--- src/design/ucode_pkg.sv ---
package ucode_pkg;

    // ------------------------------------------------------------
    // Widths
    // ------------------------------------------------------------
    localparam int DATA_W    = 16;  // Datapath word
    localparam int CSA_W     = 9;   // Control store address
    localparam int SHCNT_W   = 8;   // Shift counter
    localparam int KEY_W     = 4;   // Key registers
    localparam int NUM_GPR   = 16;  // General registers

    // ------------------------------------------------------------
    // Reset values
    // ------------------------------------------------------------
    localparam logic [15:0] DATA_RESET  = 16'h0000;
    localparam logic [7:0]  SHCNT_RESET = 8'h00;
    localparam logic [3:0]  KEY_RESET   = 4'h0;
    localparam logic [8:0]  CSA_RESET   = 9'h000;

    // ------------------------------------------------------------
    // Field codes
    // ------------------------------------------------------------
    localparam logic [2:0] DEST_PC    = 3'h1;  // Program counter
    localparam logic [2:0] DEST_SHCNT = 3'h2;  // Shift counter
    localparam logic [2:0] DEST_KEY   = 3'h6;  // Processor key
    localparam logic [1:0] FILL_OWN   = 2'h0;  // Circular
    localparam logic [1:0] FILL_GPR   = 2'h1;  // Double length
    localparam logic [1:0] FILL_ALT   = 2'h2;  // Inverted ALU bit / keep sign
    localparam logic [1:0] FILL_LAST  = 2'h3;  // Zero / shift flag
    localparam logic [3:0] OP_MIR_LD  = 4'h4;  // Input reg + buffer

    // ------------------------------------------------------------
    // Microinstruction fields used by this block
    // ------------------------------------------------------------
    typedef struct packed {
        logic [3:0] a_register_select;
        logic [1:0] b_bus_source_select;
        logic       gpr_store_flag;
        logic [2:0] special_dest_select;
        logic [1:0] memory_cycle_code;
        logic [3:0] memory_op_code;
        logic       opreg_shift_on;
        logic       shift_direction;
        logic [1:0] fill_bit_select;
        logic       gpr_shift_flag_sample;
        logic [3:0] ir_field_picker;
        logic [3:0] low_address_or_mask;
        logic       bit4_mask;
        logic [3:0] low_address_bits;
        logic [4:0] high_address_bits;
        logic [1:0] extract_control;
        logic [1:0] test_mode_select;
        logic [3:0] condition_select;
        logic       shcnt_inc;
        logic       pc_inc;
    } micro_type;

    // Memory side transfer strobes
    typedef struct packed {
        logic        data_load;
        logic        addr_load;
        logic        mir_load;
        logic        ior_load;
        logic [15:0] word;
        logic [3:0]  key;
    } mem_xfer_type;

endpackage : ucode_pkg

--- src/design/microcode_datapath_sequencer.sv ---
//
// Behaviour
// [RL1] ALU result writes selected general register
// [RL2] Special destination code loads PC/opreg/counter/key
// [RL3] General and special register load together
// [RL4] Memory data/address loads need started cycle
// [RL5] Code 00/0100 loads input reg, buffer
// [RL6] Code 00/111X hands result to I/O
// [RL7] Eight-bit shift counter increments independently
// [RL8] Counter overflow test true at all ones
// [RL9] Counter test sees pre-increment value
// [RL10] Incremented PC used as memory address
// [RL11] Microcode avoids PC increment with ALU use
// [RL12] Processor key accompanies processor memory operations
// [RL13] I/O key accompanies I/O memory operations
// [RL14] Operand register shifts only when enabled
// [RL15] Left shift fill chosen by fill code
// [RL16] Right shift fill chosen by fill code
// [RL17] Operand shift alongside shifted register input
// [RL18] Normal next address from low, high fields
// [RL19] OR-in mask into address bits 1-4
// [RL20] OR-in suppressed on extract, interrupt, I/O, page
// [RL21] Shift flag samples selected register bit 15
// [RL22] No register write with literal or mask
// [RL23] Nine-bit address registered each cycle
// [RL24] All state updates on one clock edge
`timescale 1ns/1ns
module microcode_datapath_sequencer
    import ucode_pkg::*;
(
    // Clock and reset
    input  wire logic                    clk,
    input  wire logic                    reset,
    // Current microinstruction and ALU
    input  wire ucode_pkg::micro_type    micro,
    input  wire logic [15:0]             alu_result,
    input  wire logic                    interrupts_allowed,
    // Memory and I/O control
    input  wire logic                    mem_cycle_started,
    input  wire logic                    io_mem_active,
    input  wire logic                    io_key_load,
    input  wire logic [3:0]              io_key_in,
    // Register state seen by the datapath
    output logic [15:0]                  a_reg_word,
    output logic [15:0]                  gpr0_word,
    output logic [15:0]                  program_counter,
    output logic [15:0]                  operand_reg,
    output logic [7:0]                   shift_counter,
    output logic                         shift_counter_ovf,
    output logic                         shift_out_flag,
    // Memory side
    output logic [15:0]                  mem_address,
    output ucode_pkg::mem_xfer_type      mem_xfer,
    // Sequencer
    output logic [8:0]                   control_store_addr
);
    import ucode_pkg::*;

    // ------------------------------------------------------------
    // Storage
    // ------------------------------------------------------------
    logic [15:0] gpr [NUM_GPR];  // General register file
    logic [3:0]  proc_key;       // Processor key
    logic [3:0]  io_key;         // I/O key

    // ------------------------------------------------------------
    // Decode
    // ------------------------------------------------------------
    wire logic no_literal  = ~micro.b_bus_source_select[1];
    wire logic cycle_req   = micro.memory_cycle_code != 2'h0;
    wire logic cyc_none    = ~cycle_req;
    wire logic io_request  = cyc_none
                           & (micro.memory_op_code[3:1] == 3'h7);
    wire logic page_jump   = (micro.test_mode_select == 2'h0)
                           & (micro.memory_cycle_code == 2'h2)
                           & micro.condition_select[2];
    wire logic extracting  = (micro.extract_control == 2'h1)
                           | (micro.extract_control == 2'h2);
    // [RL1] Gated register write
    // [RL22] Literal blocks write
    wire logic gpr_we      = micro.gpr_store_flag & no_literal;
    wire logic [15:0] a_word = gpr[micro.a_register_select];
    // [RL2] Special destination decode
    // [RL3] Independent of register write
    wire logic pc_ld    = micro.special_dest_select == DEST_PC;
    wire logic sc_ld    = micro.special_dest_select == DEST_SHCNT;
    wire logic key_ld   = micro.special_dest_select == DEST_KEY;
    wire logic opr_ld   = micro.special_dest_select[1:0] == 2'h3;
    // [RL4] Indirect memory transfers
    wire logic data_go  = cycle_req & micro.memory_op_code[1]
                        & mem_cycle_started;
    wire logic addr_go  = cycle_req & (micro.memory_op_code[3:2] == 2'h1)
                        & mem_cycle_started;
    // [RL5] Input register and buffer load
    wire logic mir_go   = cyc_none & (micro.memory_op_code == OP_MIR_LD);

    // [RL10] Incremented PC feeds address
    wire logic [15:0] pc_plus = program_counter + 16'h0001;
    wire logic [15:0] pc_next_addr =
        micro.pc_inc ? pc_plus : program_counter;

    // ------------------------------------------------------------
    // Operand register shift
    // ------------------------------------------------------------
    // [RL14] Shift enable
    // [RL17] Shift is independent of A-input use
    wire logic opr_shift = no_literal & micro.opreg_shift_on;
    logic left_fill;   // New bit 0
    logic right_fill;  // New bit 15

    // [RL15] Left fill select
    always_comb begin
        case (micro.fill_bit_select)
            FILL_OWN: left_fill = operand_reg[15];
            FILL_GPR: left_fill = a_word[15];
            FILL_ALT: left_fill = ~alu_result[15];
            default:  left_fill = 1'b0;
        endcase
    end

    // [RL16] Right fill select
    always_comb begin
        case (micro.fill_bit_select)
            FILL_OWN: right_fill = operand_reg[0];
            FILL_GPR: right_fill = a_word[0];
            FILL_ALT: right_fill = operand_reg[15];
            default:  right_fill = shift_out_flag;
        endcase
    end

    // Load wins over shift when both are coded
    wire logic [15:0] next_operand =
        opr_ld ? alu_result :
        !opr_shift ? operand_reg :
        micro.shift_direction ? {right_fill, operand_reg[15:1]}
                              : {operand_reg[14:0], left_fill};

    // [RL7] Counter increment path
    wire logic [7:0] next_shift_counter =
        sc_ld ? alu_result[7:0] :
        micro.shcnt_inc ? shift_counter + 8'h01 : shift_counter;

    // ------------------------------------------------------------
    // Next address
    // ------------------------------------------------------------
    // [RL20] OR-in suppression
    wire logic or_in_ok = ~extracting & ~interrupts_allowed
                        & ~io_request & ~page_jump;
    // [RL18] Normal address fields
    // [RL19] OR-in into bits 1-4
    wire logic [8:0] next_csa =
        {micro.high_address_bits, micro.low_address_bits}
        | (or_in_ok ? {4'h0, micro.low_address_or_mask, 1'b0} : 9'h000);

    // ------------------------------------------------------------
    // General registers
    // ------------------------------------------------------------
    // [RL24] Same edge as all other state
    always_ff @(posedge clk) begin
        if (gpr_we) begin
            gpr[micro.a_register_select] <= alu_result;
        end
    end

    // ------------------------------------------------------------
    // Special registers and flags
    // ------------------------------------------------------------
    // [RL24] One clock edge per microinstruction
    always_ff @(posedge clk) begin
        if (reset) begin
            program_counter <= DATA_RESET;
            operand_reg     <= DATA_RESET;
            shift_counter   <= SHCNT_RESET;
            proc_key        <= KEY_RESET;
            io_key          <= KEY_RESET;
            shift_out_flag  <= 1'b0;
        end else begin
            program_counter <= pc_ld ? alu_result : pc_next_addr;
            operand_reg     <= next_operand;
            shift_counter   <= next_shift_counter;
            proc_key        <= key_ld ? alu_result[3:0] : proc_key;
            io_key          <= io_key_load ? io_key_in : io_key;
            // [RL21] Shift flag sample
            if (no_literal && micro.gpr_shift_flag_sample) begin
                shift_out_flag <= a_word[15];
            end
        end
    end

    // ------------------------------------------------------------
    // Registered outputs
    // ------------------------------------------------------------
    always_ff @(posedge clk) begin
        if (reset) begin
            control_store_addr <= CSA_RESET;
            mem_address        <= DATA_RESET;
            mem_xfer           <= '0;
            a_reg_word         <= DATA_RESET;
            gpr0_word          <= DATA_RESET;
            shift_counter_ovf  <= 1'b0;
        end else begin
            // [RL23] Registered next address
            control_store_addr <= next_csa;
            // [RL10] Memory address from PC, ALU when loaded
            mem_address <= addr_go ? alu_result : pc_next_addr;
            mem_xfer.data_load <= data_go;
            mem_xfer.addr_load <= addr_go;
            mem_xfer.mir_load  <= mir_go;
            // [RL6] I/O control takes the word
            mem_xfer.ior_load  <= io_request;
            mem_xfer.word      <= alu_result;
            // [RL12] Processor key
            // [RL13] I/O key when I/O owns memory
            mem_xfer.key <= io_mem_active ? io_key : proc_key;
            a_reg_word   <= gpr_we ? alu_result : a_word;
            gpr0_word    <= (gpr_we && micro.a_register_select == 4'h0)
                          ? alu_result : gpr[0];
            // [RL8] All ones test
            // [RL9] Value before increment is what is tested
            shift_counter_ovf <= &next_shift_counter;
        end
    end

endmodule : microcode_datapath_sequencer

--- config.mk ---
export PLATFORM = sky130hd
export DESIGN_NAME = microcode_datapath_sequencer
export DESIGN_NICKNAME = d
export VERILOG_FILES = /design/src/design/ucode_pkg.sv /design/src/design/microcode_datapath_sequencer.sv
export SDC_FILE = /design/constraint.sdc
export NUM_CORES = 1
export LEC_CHECK = 0
export BUFFER_PORTS_ARGS = -buffer_cell sky130_fd_sc_hd__clkbuf_2
export CORE_MARGIN = 2
export CORE_UTILIZATION = 52
export DETAILED_ROUTE_END_ITERATION = 10
export PLACE_DENSITY = 0.81
export SLEW_MARGIN = 20
export SYNTH_ARGS = -nofsm -noshare
export SYNTH_HDL_FRONTEND = slang
export SYNTH_SLANG_ARGS = --single-unit
--- constraint.sdc ---
create_clock -name clk -period 2.3 [get_ports clk]
set_clock_uncertainty 0.15 [all_clocks]
set_input_delay 0.115 -clock clk [delete_from_list [all_inputs] [get_ports clk]]
set_output_delay 0.115 -clock clk [all_outputs]
set_load 0.005 [all_outputs]
# Word level (Yosys, flattened, before mapping)
# Memory sizes are Yosys's and may differ from the RTL's. A register that Yosys moved wholly into a read port is not among the register bits.
# Cells that the tools add are included.
totals:
  reg_bits: 115
  latch_bits: 0
  ramBits: 256
  mem_bits_ro: 0
  inputBits: 75
  output_inout_bits: 123
  word_cells: 77
  memories: 1
classes:
  addsub: 2
  multipliers: 0
  n_div: 0
  n_lt_le_gt_ge: 0
  n_eq_ne: 13
  shifts: 0
  mux: 15
  bitwise: 22
  n_reduce_logical: 7
mem_list:
  columns: ["name", "depth", "word_bits", "rd", "rd_clocked_by_memory_dff", "wr", "line", "rtl"]
  rows:
  - ["gpr", 16, 16, 2, 1, 1, "microcode_datapath_sequencer.sv:62", "logic [15:0] gpr [NUM_GPR];"]
op_table:
  columns: ["op", "count"]
  rows:
  - ["$mux W16", 7]
  - ["$add A16 B1 Y16 const B", 1]
  - ["$mux W8", 2]
  - ["$and A1 B1 Y1", 13]
  - ["$or A9 B5 Y9", 1]
  - ["$add A8 B1 Y8 const B", 1]
  - ["$eq A2 B2 Y1 const B", 4]
  - ["$reduce_and A8 Y1", 1]
  - ["$not A1 Y1", 7]
  - ["$eq A2 B1 Y1 const B", 3]
  - ["$eq A3 B3 Y1 const B", 2]
  - ["$pmux W1 S3", 2]
  - ["$mux W5", 1]
  - ["$eq A4 B3 Y1 const B", 1]
  - ["$logic_not A2 Y1", 2]
  - ["$mux W4", 1]
  - ["$reduce_bool A2 Y1", 2]
  - ["$eq A3 B1 Y1 const B", 1]
  - ["$eq A3 B2 Y1 const B", 1]
  - ["$ne A3 B3 Y1 const B", 1]
  - ["$mux W1", 2]
  - ["$reduce_and A2 Y1", 1]
  - ["$logic_and A1 B1 Y1", 1]
  - ["$or A1 B1 Y1", 1]

# Longest topological paths before layout
logic_depth:
  ltp_word: 8
  depth_mapped: 8
  ltp_nobuf: 6

# Least setup slack after synthesis
# No wires, ideal clock.
synth_path:
  kind: "input port to flip-flop"
  start: "in micro[44] (netlist bit)"
  end: "mem gpr[8][0], enable pin"
  setup_time_ns: 0.409
  arrival_time_ns: 1.874
  required_ns: 1.741
  path_slack_ns: -0.133
  path_stages: 4
  n_path_buf: 1
  path_cell_list: "and2b_1 clkbuf_1 nand3b_1 nor3_1"
synth_between:
  elab_chain_len: 4
synth_lines:
  columns: ["element", "line", "rtl"]
  rows:
  - ["start: declaration", "microcode_datapath_sequencer.sv:35", "input wire ucode_pkg::micro_type micro,"]
  - ["$not A1 Y1", "microcode_datapath_sequencer.sv:69", "wire logic no_literal = ~micro.b_bus_source_select[1];"]
  - ["$and A1 B1 Y1", "microcode_datapath_sequencer.sv:81", "wire logic gpr_we = micro.gpr_store_flag & no_literal;"]
  - ["$mux W1", "microcode_datapath_sequencer.sv:160", "if (gpr_we) begin"]
  - ["$mux W1 (implied by the code)", "microcode_datapath_sequencer.sv:161", "gpr[micro.a_register_select] <= alu_result;"]
  - ["end: declaration", "microcode_datapath_sequencer.sv:62", null]
# Every way passes these cells.

# Worst setup path in the final report
layout_path:
  start: "reg shift_counter[0]"
  end: "reg shift_counter_ovf"
layout_between:
  elab_chain_len: 4
layout_lines:
  columns: ["element", "line", "rtl"]
  rows:
  - ["start: declaration", "microcode_datapath_sequencer.sv:48", "output logic [7:0] shift_counter,"]
  - ["start signal: assignment", "microcode_datapath_sequencer.sv:180", "shift_counter <= next_shift_counter;"]
  - ["$add A8 B1 Y8", "microcode_datapath_sequencer.sv:141", "micro.shcnt_inc ? shift_counter + 8'h01 : shift_counter;"]
  - ["$mux W8 (*)", "microcode_datapath_sequencer.sv:141", null]
  - ["$mux W8 (*)", "microcode_datapath_sequencer.sv:140", "sc_ld ? alu_result[7:0] :"]
  - ["$reduce_and A8 Y1 (*)", "microcode_datapath_sequencer.sv:220", "shift_counter_ovf <= &next_shift_counter;"]
  - ["end signal: assignment", "microcode_datapath_sequencer.sv:220", null]
  - ["end: declaration", "microcode_datapath_sequencer.sv:49", "output logic shift_counter_ovf,"]
# Every way passes the cells marked *; elsewhere a longest branch is shown, timed or not.
# A chain may end at the register's enable or synchronous reset.

==> metrics.txt <==
# TYPE chip_impl_metric gauge
chip_impl_metric{name="worst_skew_late_latency",unit="ns"} 0.53
chip_impl_metric{name="worst_slew_pin_slew",unit="ns"} 0.594
chip_impl_metric{name="flow.area_growth_from_synthesis",unit="%"} 23.4
chip_impl_metric{name="netlist.area_leader.share",unit="%"} 51.7
chip_impl_metric{name="final_cell_count_no_fill",unit=""} 1672
chip_impl_metric{name="numClockSinks",unit=""} 387
chip_impl_metric{name="post_route_cells_drive_above_1_share",unit="%"} 29.3
chip_impl_metric{name="worst_path_largest_cell_delay",unit="ns"} 0.46
chip_impl_info{name="reg.largest.list",value="gpr (256), mem_xfer (24)"} 1
chip_impl_metric{name="port_buffers",unit=""} 188
chip_impl_metric{name="timing.critical_path.buf_inv",unit=""} 0
chip_impl_info{name="criticalPathCategory",value="reg -> reg"} 1
chip_impl_metric{name="setup_viol_count_final",unit=""} 0
chip_impl_metric{name="mappedNetlistNets",unit=""} 1065
chip_impl_metric{name="drt-total-wl",unit="mm"} 40.3
chip_impl_info{name="timing.critical_path.max_delay_family",value="compound AO/OA/AOI/OAI gates"} 1
chip_impl_metric{name="ys_seq_elements",unit=""} 387
chip_impl_metric{name="antennaDiodeCount",unit=""} 0
chip_impl_metric{name="grt.total_usage",unit="%"} 27.0
chip_impl_metric{name="max_cap_viol_count",unit=""} 0
chip_impl_metric{name="post_synth_instance_area",unit="sq um"} 14900
chip_impl_metric{name="period_minus_slack",unit="ns"} 2.19
chip_impl_metric{name="maximum_number_of_pins_on_one_net_before_global_route_repair",unit=""} 67
chip_impl_metric{name="async_reset_ff_share",unit="%"} 0
chip_impl_metric{name="fin_crit_sh",unit="%"} 95.3
chip_impl_metric{name="data_arrival_critical_path",unit="ns"} 2.43
chip_impl_metric{name="post_synth_inst_count",unit=""} 988
chip_impl_info{name="tritoncts_clock_tree",value="yes"} 1
chip_impl_metric{name="drt_pass1_iterations",unit=""} 5
chip_impl_metric{name="initialDrtViolationCount",unit=""} 1281
chip_impl_metric{name="max-slew-margin-rel",unit="%"} 60.3
chip_impl_info{name="synth.largest_area_cell",value="edfxtp_1"} 1
chip_impl_info{name="crit_path_cell_trace",value="ha_1 > nand2_1 > o31ai_1 > a31oi_1 > o31a_1 > nor4_1"} 1
chip_impl_metric{name="dp_hpwl",unit="mm"} 24.8
chip_impl_metric{name="cts_max_path_bufs",unit=""} 3
chip_impl_metric{name="syn_avg_cell_area",unit="sq um"} 15.1
chip_impl_info{name="max_flop_register",value="gpr"} 1
chip_impl_metric{name="core.rowCount",unit=""} 61
chip_impl_metric{name="via_count",unit=""} 10000
chip_impl_metric{name="route.detailed.vias_per_inst",unit=""} 6.01
chip_impl_metric{name="gp_congestion",unit=""} 0.874
chip_impl_metric{name="power_leakage",unit="uW"} 0.00688
chip_impl_metric{name="die_h",unit="um"} 173
chip_impl_metric{name="largest_register_ff_count",unit=""} 256
chip_impl_metric{name="chipWidth",unit="um"} 173
chip_impl_info{name="synth_area_leaders",value="edfxtp_1 52%, dfxtp_1 18%, mux4_2 9.7%"} 1
chip_impl_metric{name="final.setup.tns",unit="ns"} 0
chip_impl_metric{name="core_area",unit="sq um"} 28000
chip_impl_metric{name="number_of_global_route_vias_before_repair",unit=""} 10500
chip_impl_metric{name="numPlacedInstances",unit=""} 1550
chip_impl_info{name="cts_root_buffer",value="clkbuf_16"} 1
chip_impl_metric{name="ant_nets",unit=""} 0
chip_impl_metric{name="antenna_found_initial",unit=""} 0
chip_impl_metric{name="floorplan.initialDensity",unit="%"} 53.1
chip_impl_metric{name="dieArea",unit="sq um"} 30000
chip_impl_metric{name="grt-ovfl-total",unit=""} 0
chip_impl_info{name="most_common_cell_after_layout_fill_and_taps_aside",value="edfxtp_1"} 1
chip_impl_info{name="status",value="complete, no violations"} 1
chip_impl_info{name="class_of_the_tightest_hold_or_removal_check",value="in -> reg"} 1
chip_impl_info{name="cp-start-kind",value="flip-flop"} 1
chip_impl_metric{name="finalNetCount",unit=""} 1341
chip_impl_metric{name="critPathMaxFanout",unit=""} 7
chip_impl_metric{name="power.density_cell_area",unit="nW/um^2"} 840
chip_impl_info{name="most-common-layout-cells",value="256 x edfxtp_1, 186 x clkbuf_2, 131 x dfxtp_1, 88 x nand2_1, 81 x nor2_1"} 1
chip_impl_metric{name="route.detailed.wl_per_inst",unit="um"} 24.1
chip_impl_metric{name="edff_count_synth",unit=""} 256
chip_impl_info{name="cpMaxStageDelayCell",value="dfxtp_1"} 1
chip_impl_info{name="critPathCaptureType",value="flip-flop"} 1
chip_impl_info{name="grt_setup_unrepaired",value="false"} 1
chip_impl_metric{name="timing.final.hold_violations",unit=""} 0
chip_impl_metric{name="cts_post_setup_buffers_inserted",unit=""} 0
chip_impl_metric{name="tritoncts.num_buffers",unit=""} 39
chip_impl_metric{name="first_pass_grt_wire_length",unit="mm"} 61.8
chip_impl_metric{name="drv_slew",unit=""} 0
chip_impl_metric{name="clkTransAtPathRegs",unit="ns"} 0.06
chip_impl_metric{name="drc",unit=""} 0
chip_impl_metric{name="cts.htree.levels",unit=""} 2
chip_impl_metric{name="ctsResizeCount",unit=""} 0
chip_impl_metric{name="yosysUniqueCellTypes",unit=""} 50
chip_impl_info{name="ys.flop_type",value="edfxtp_1"} 1
chip_impl_metric{name="synth_warnings",unit=""} 0
chip_impl_metric{name="postLayoutCoreUtil",unit="%"} 65.6
chip_impl_metric{name="max_freq",unit="MHz"} 456
chip_impl_metric{name="holdWs",unit="ns"} 0.00359
chip_impl_metric{name="synth-seq-area-share",unit="%"} 69.3
chip_impl_metric{name="worst_ep_required_time",unit="ns"} 2.53
chip_impl_metric{name="irDropWorstVdd",unit="uV"} 444
chip_impl_metric{name="num_io_pins",unit=""} 198
==> cells by family after synthesis <==
| kind of cell | share of synthesized area, % |
|---|---|
| multiplexers | 11.7 |
| flip-flops | 69.3 |
| AO/OA/AOI/OAI | 7.10 |
| adder cells (fa/ha/maj) | 0.168 |
| buffers and inverters | 2.34 |
| AND/OR/NAND/NOR | 8.05 |
| XOR/XNOR | 1.35 |
==> per-layer routing <==
metal  global-route usage [%]  up-vias  wire, um
li1                         -     4310         -
met1                     33.7     4966     14700
met2                     44.8      608     20000
met3                     5.45      162      3380
met4                     14.0        0      2320
met5                        0        -         0
==> cell type report <==
class                   count  area [sq um]
clock buffers              55          1120
clock inverters            16           218
fillers                  1802          9650
inverters                   4          20.0
multi-input cells         532          4240
flip-flops and latches    387         10300
well taps                 378           473
repair buffers            300          1990
==> report_power, final <==
| group | switching, uW | internal [uW] |
|---|---|---|
| Combinational | 660 | 508 |
| Clock | 2590 | 3960 |
| Sequential | 110 | 7590 |
==> path summary, 6_finish.rpt <==
check                    from           endpoint  slack [ns]  depth (start not counted)
max          shift_counter[0]  shift_counter_ovf        0.11                          6
max reg2reg  shift_counter[0]  shift_counter_ovf        0.11                          6
min             alu_result[5]  shift_counter_ovf       0.004                          4
min reg2reg       proc_key[2]        mem_xfer[2]        0.38                          2
==> worst register-to-register path: stages, from the launching register on <==
cell and delay [ns]:
dfxtp_1 0.46, ha_1 0.29, nand2_1 0.13, o31ai_1 0.27
a31oi_1 0.07, o31a_1 0.26, nor4_1 0.42
==> synth_stat cells, types with 3 or more instances <==
cell	instances
dfxtp_1	131
a211oi_1	27
nor2_1	81
a21o_1	12
o31ai_1	8
o211ai_1	15
edfxtp_1	256
and3_1	3
or3_1	3
and2b_1	3
nor3b_1	4
nand4_1	11
nor4_1	4
nand3b_1	4
nor2b_1	25
a22oi_1	28
xnor2_1	7
a22o_1	4
nor3_1	10
nand3_1	6
mux2i_1	30
inv_1	3
mux4_2	64
a21oi_1	50
xor2_1	16
nand2_1	88
buf_6	6
clkbuf_1	38
buf_1	6
buf_2	12
nand2b_1	3
a221oi_1	3
o21ai_1	4
==> through the flow <==
step	setup slack (ns)	total power [uW]	cell area, sq um
detailed placement	0.176	8900	16500
global route	0.109	15800	18400
CTS	0.235	15400	18400
global placement	0.223	8860	16500
floorplan	0.0917	8380	14900
finish	0.107	15400	18400
==> repair_timing <==
action	CTS	global route
setup endpoints to repair	0	0
hold endpoints to repair	126	0
hold buffers	51	0
No activity file was read; power rests on OpenSTA's default activity.
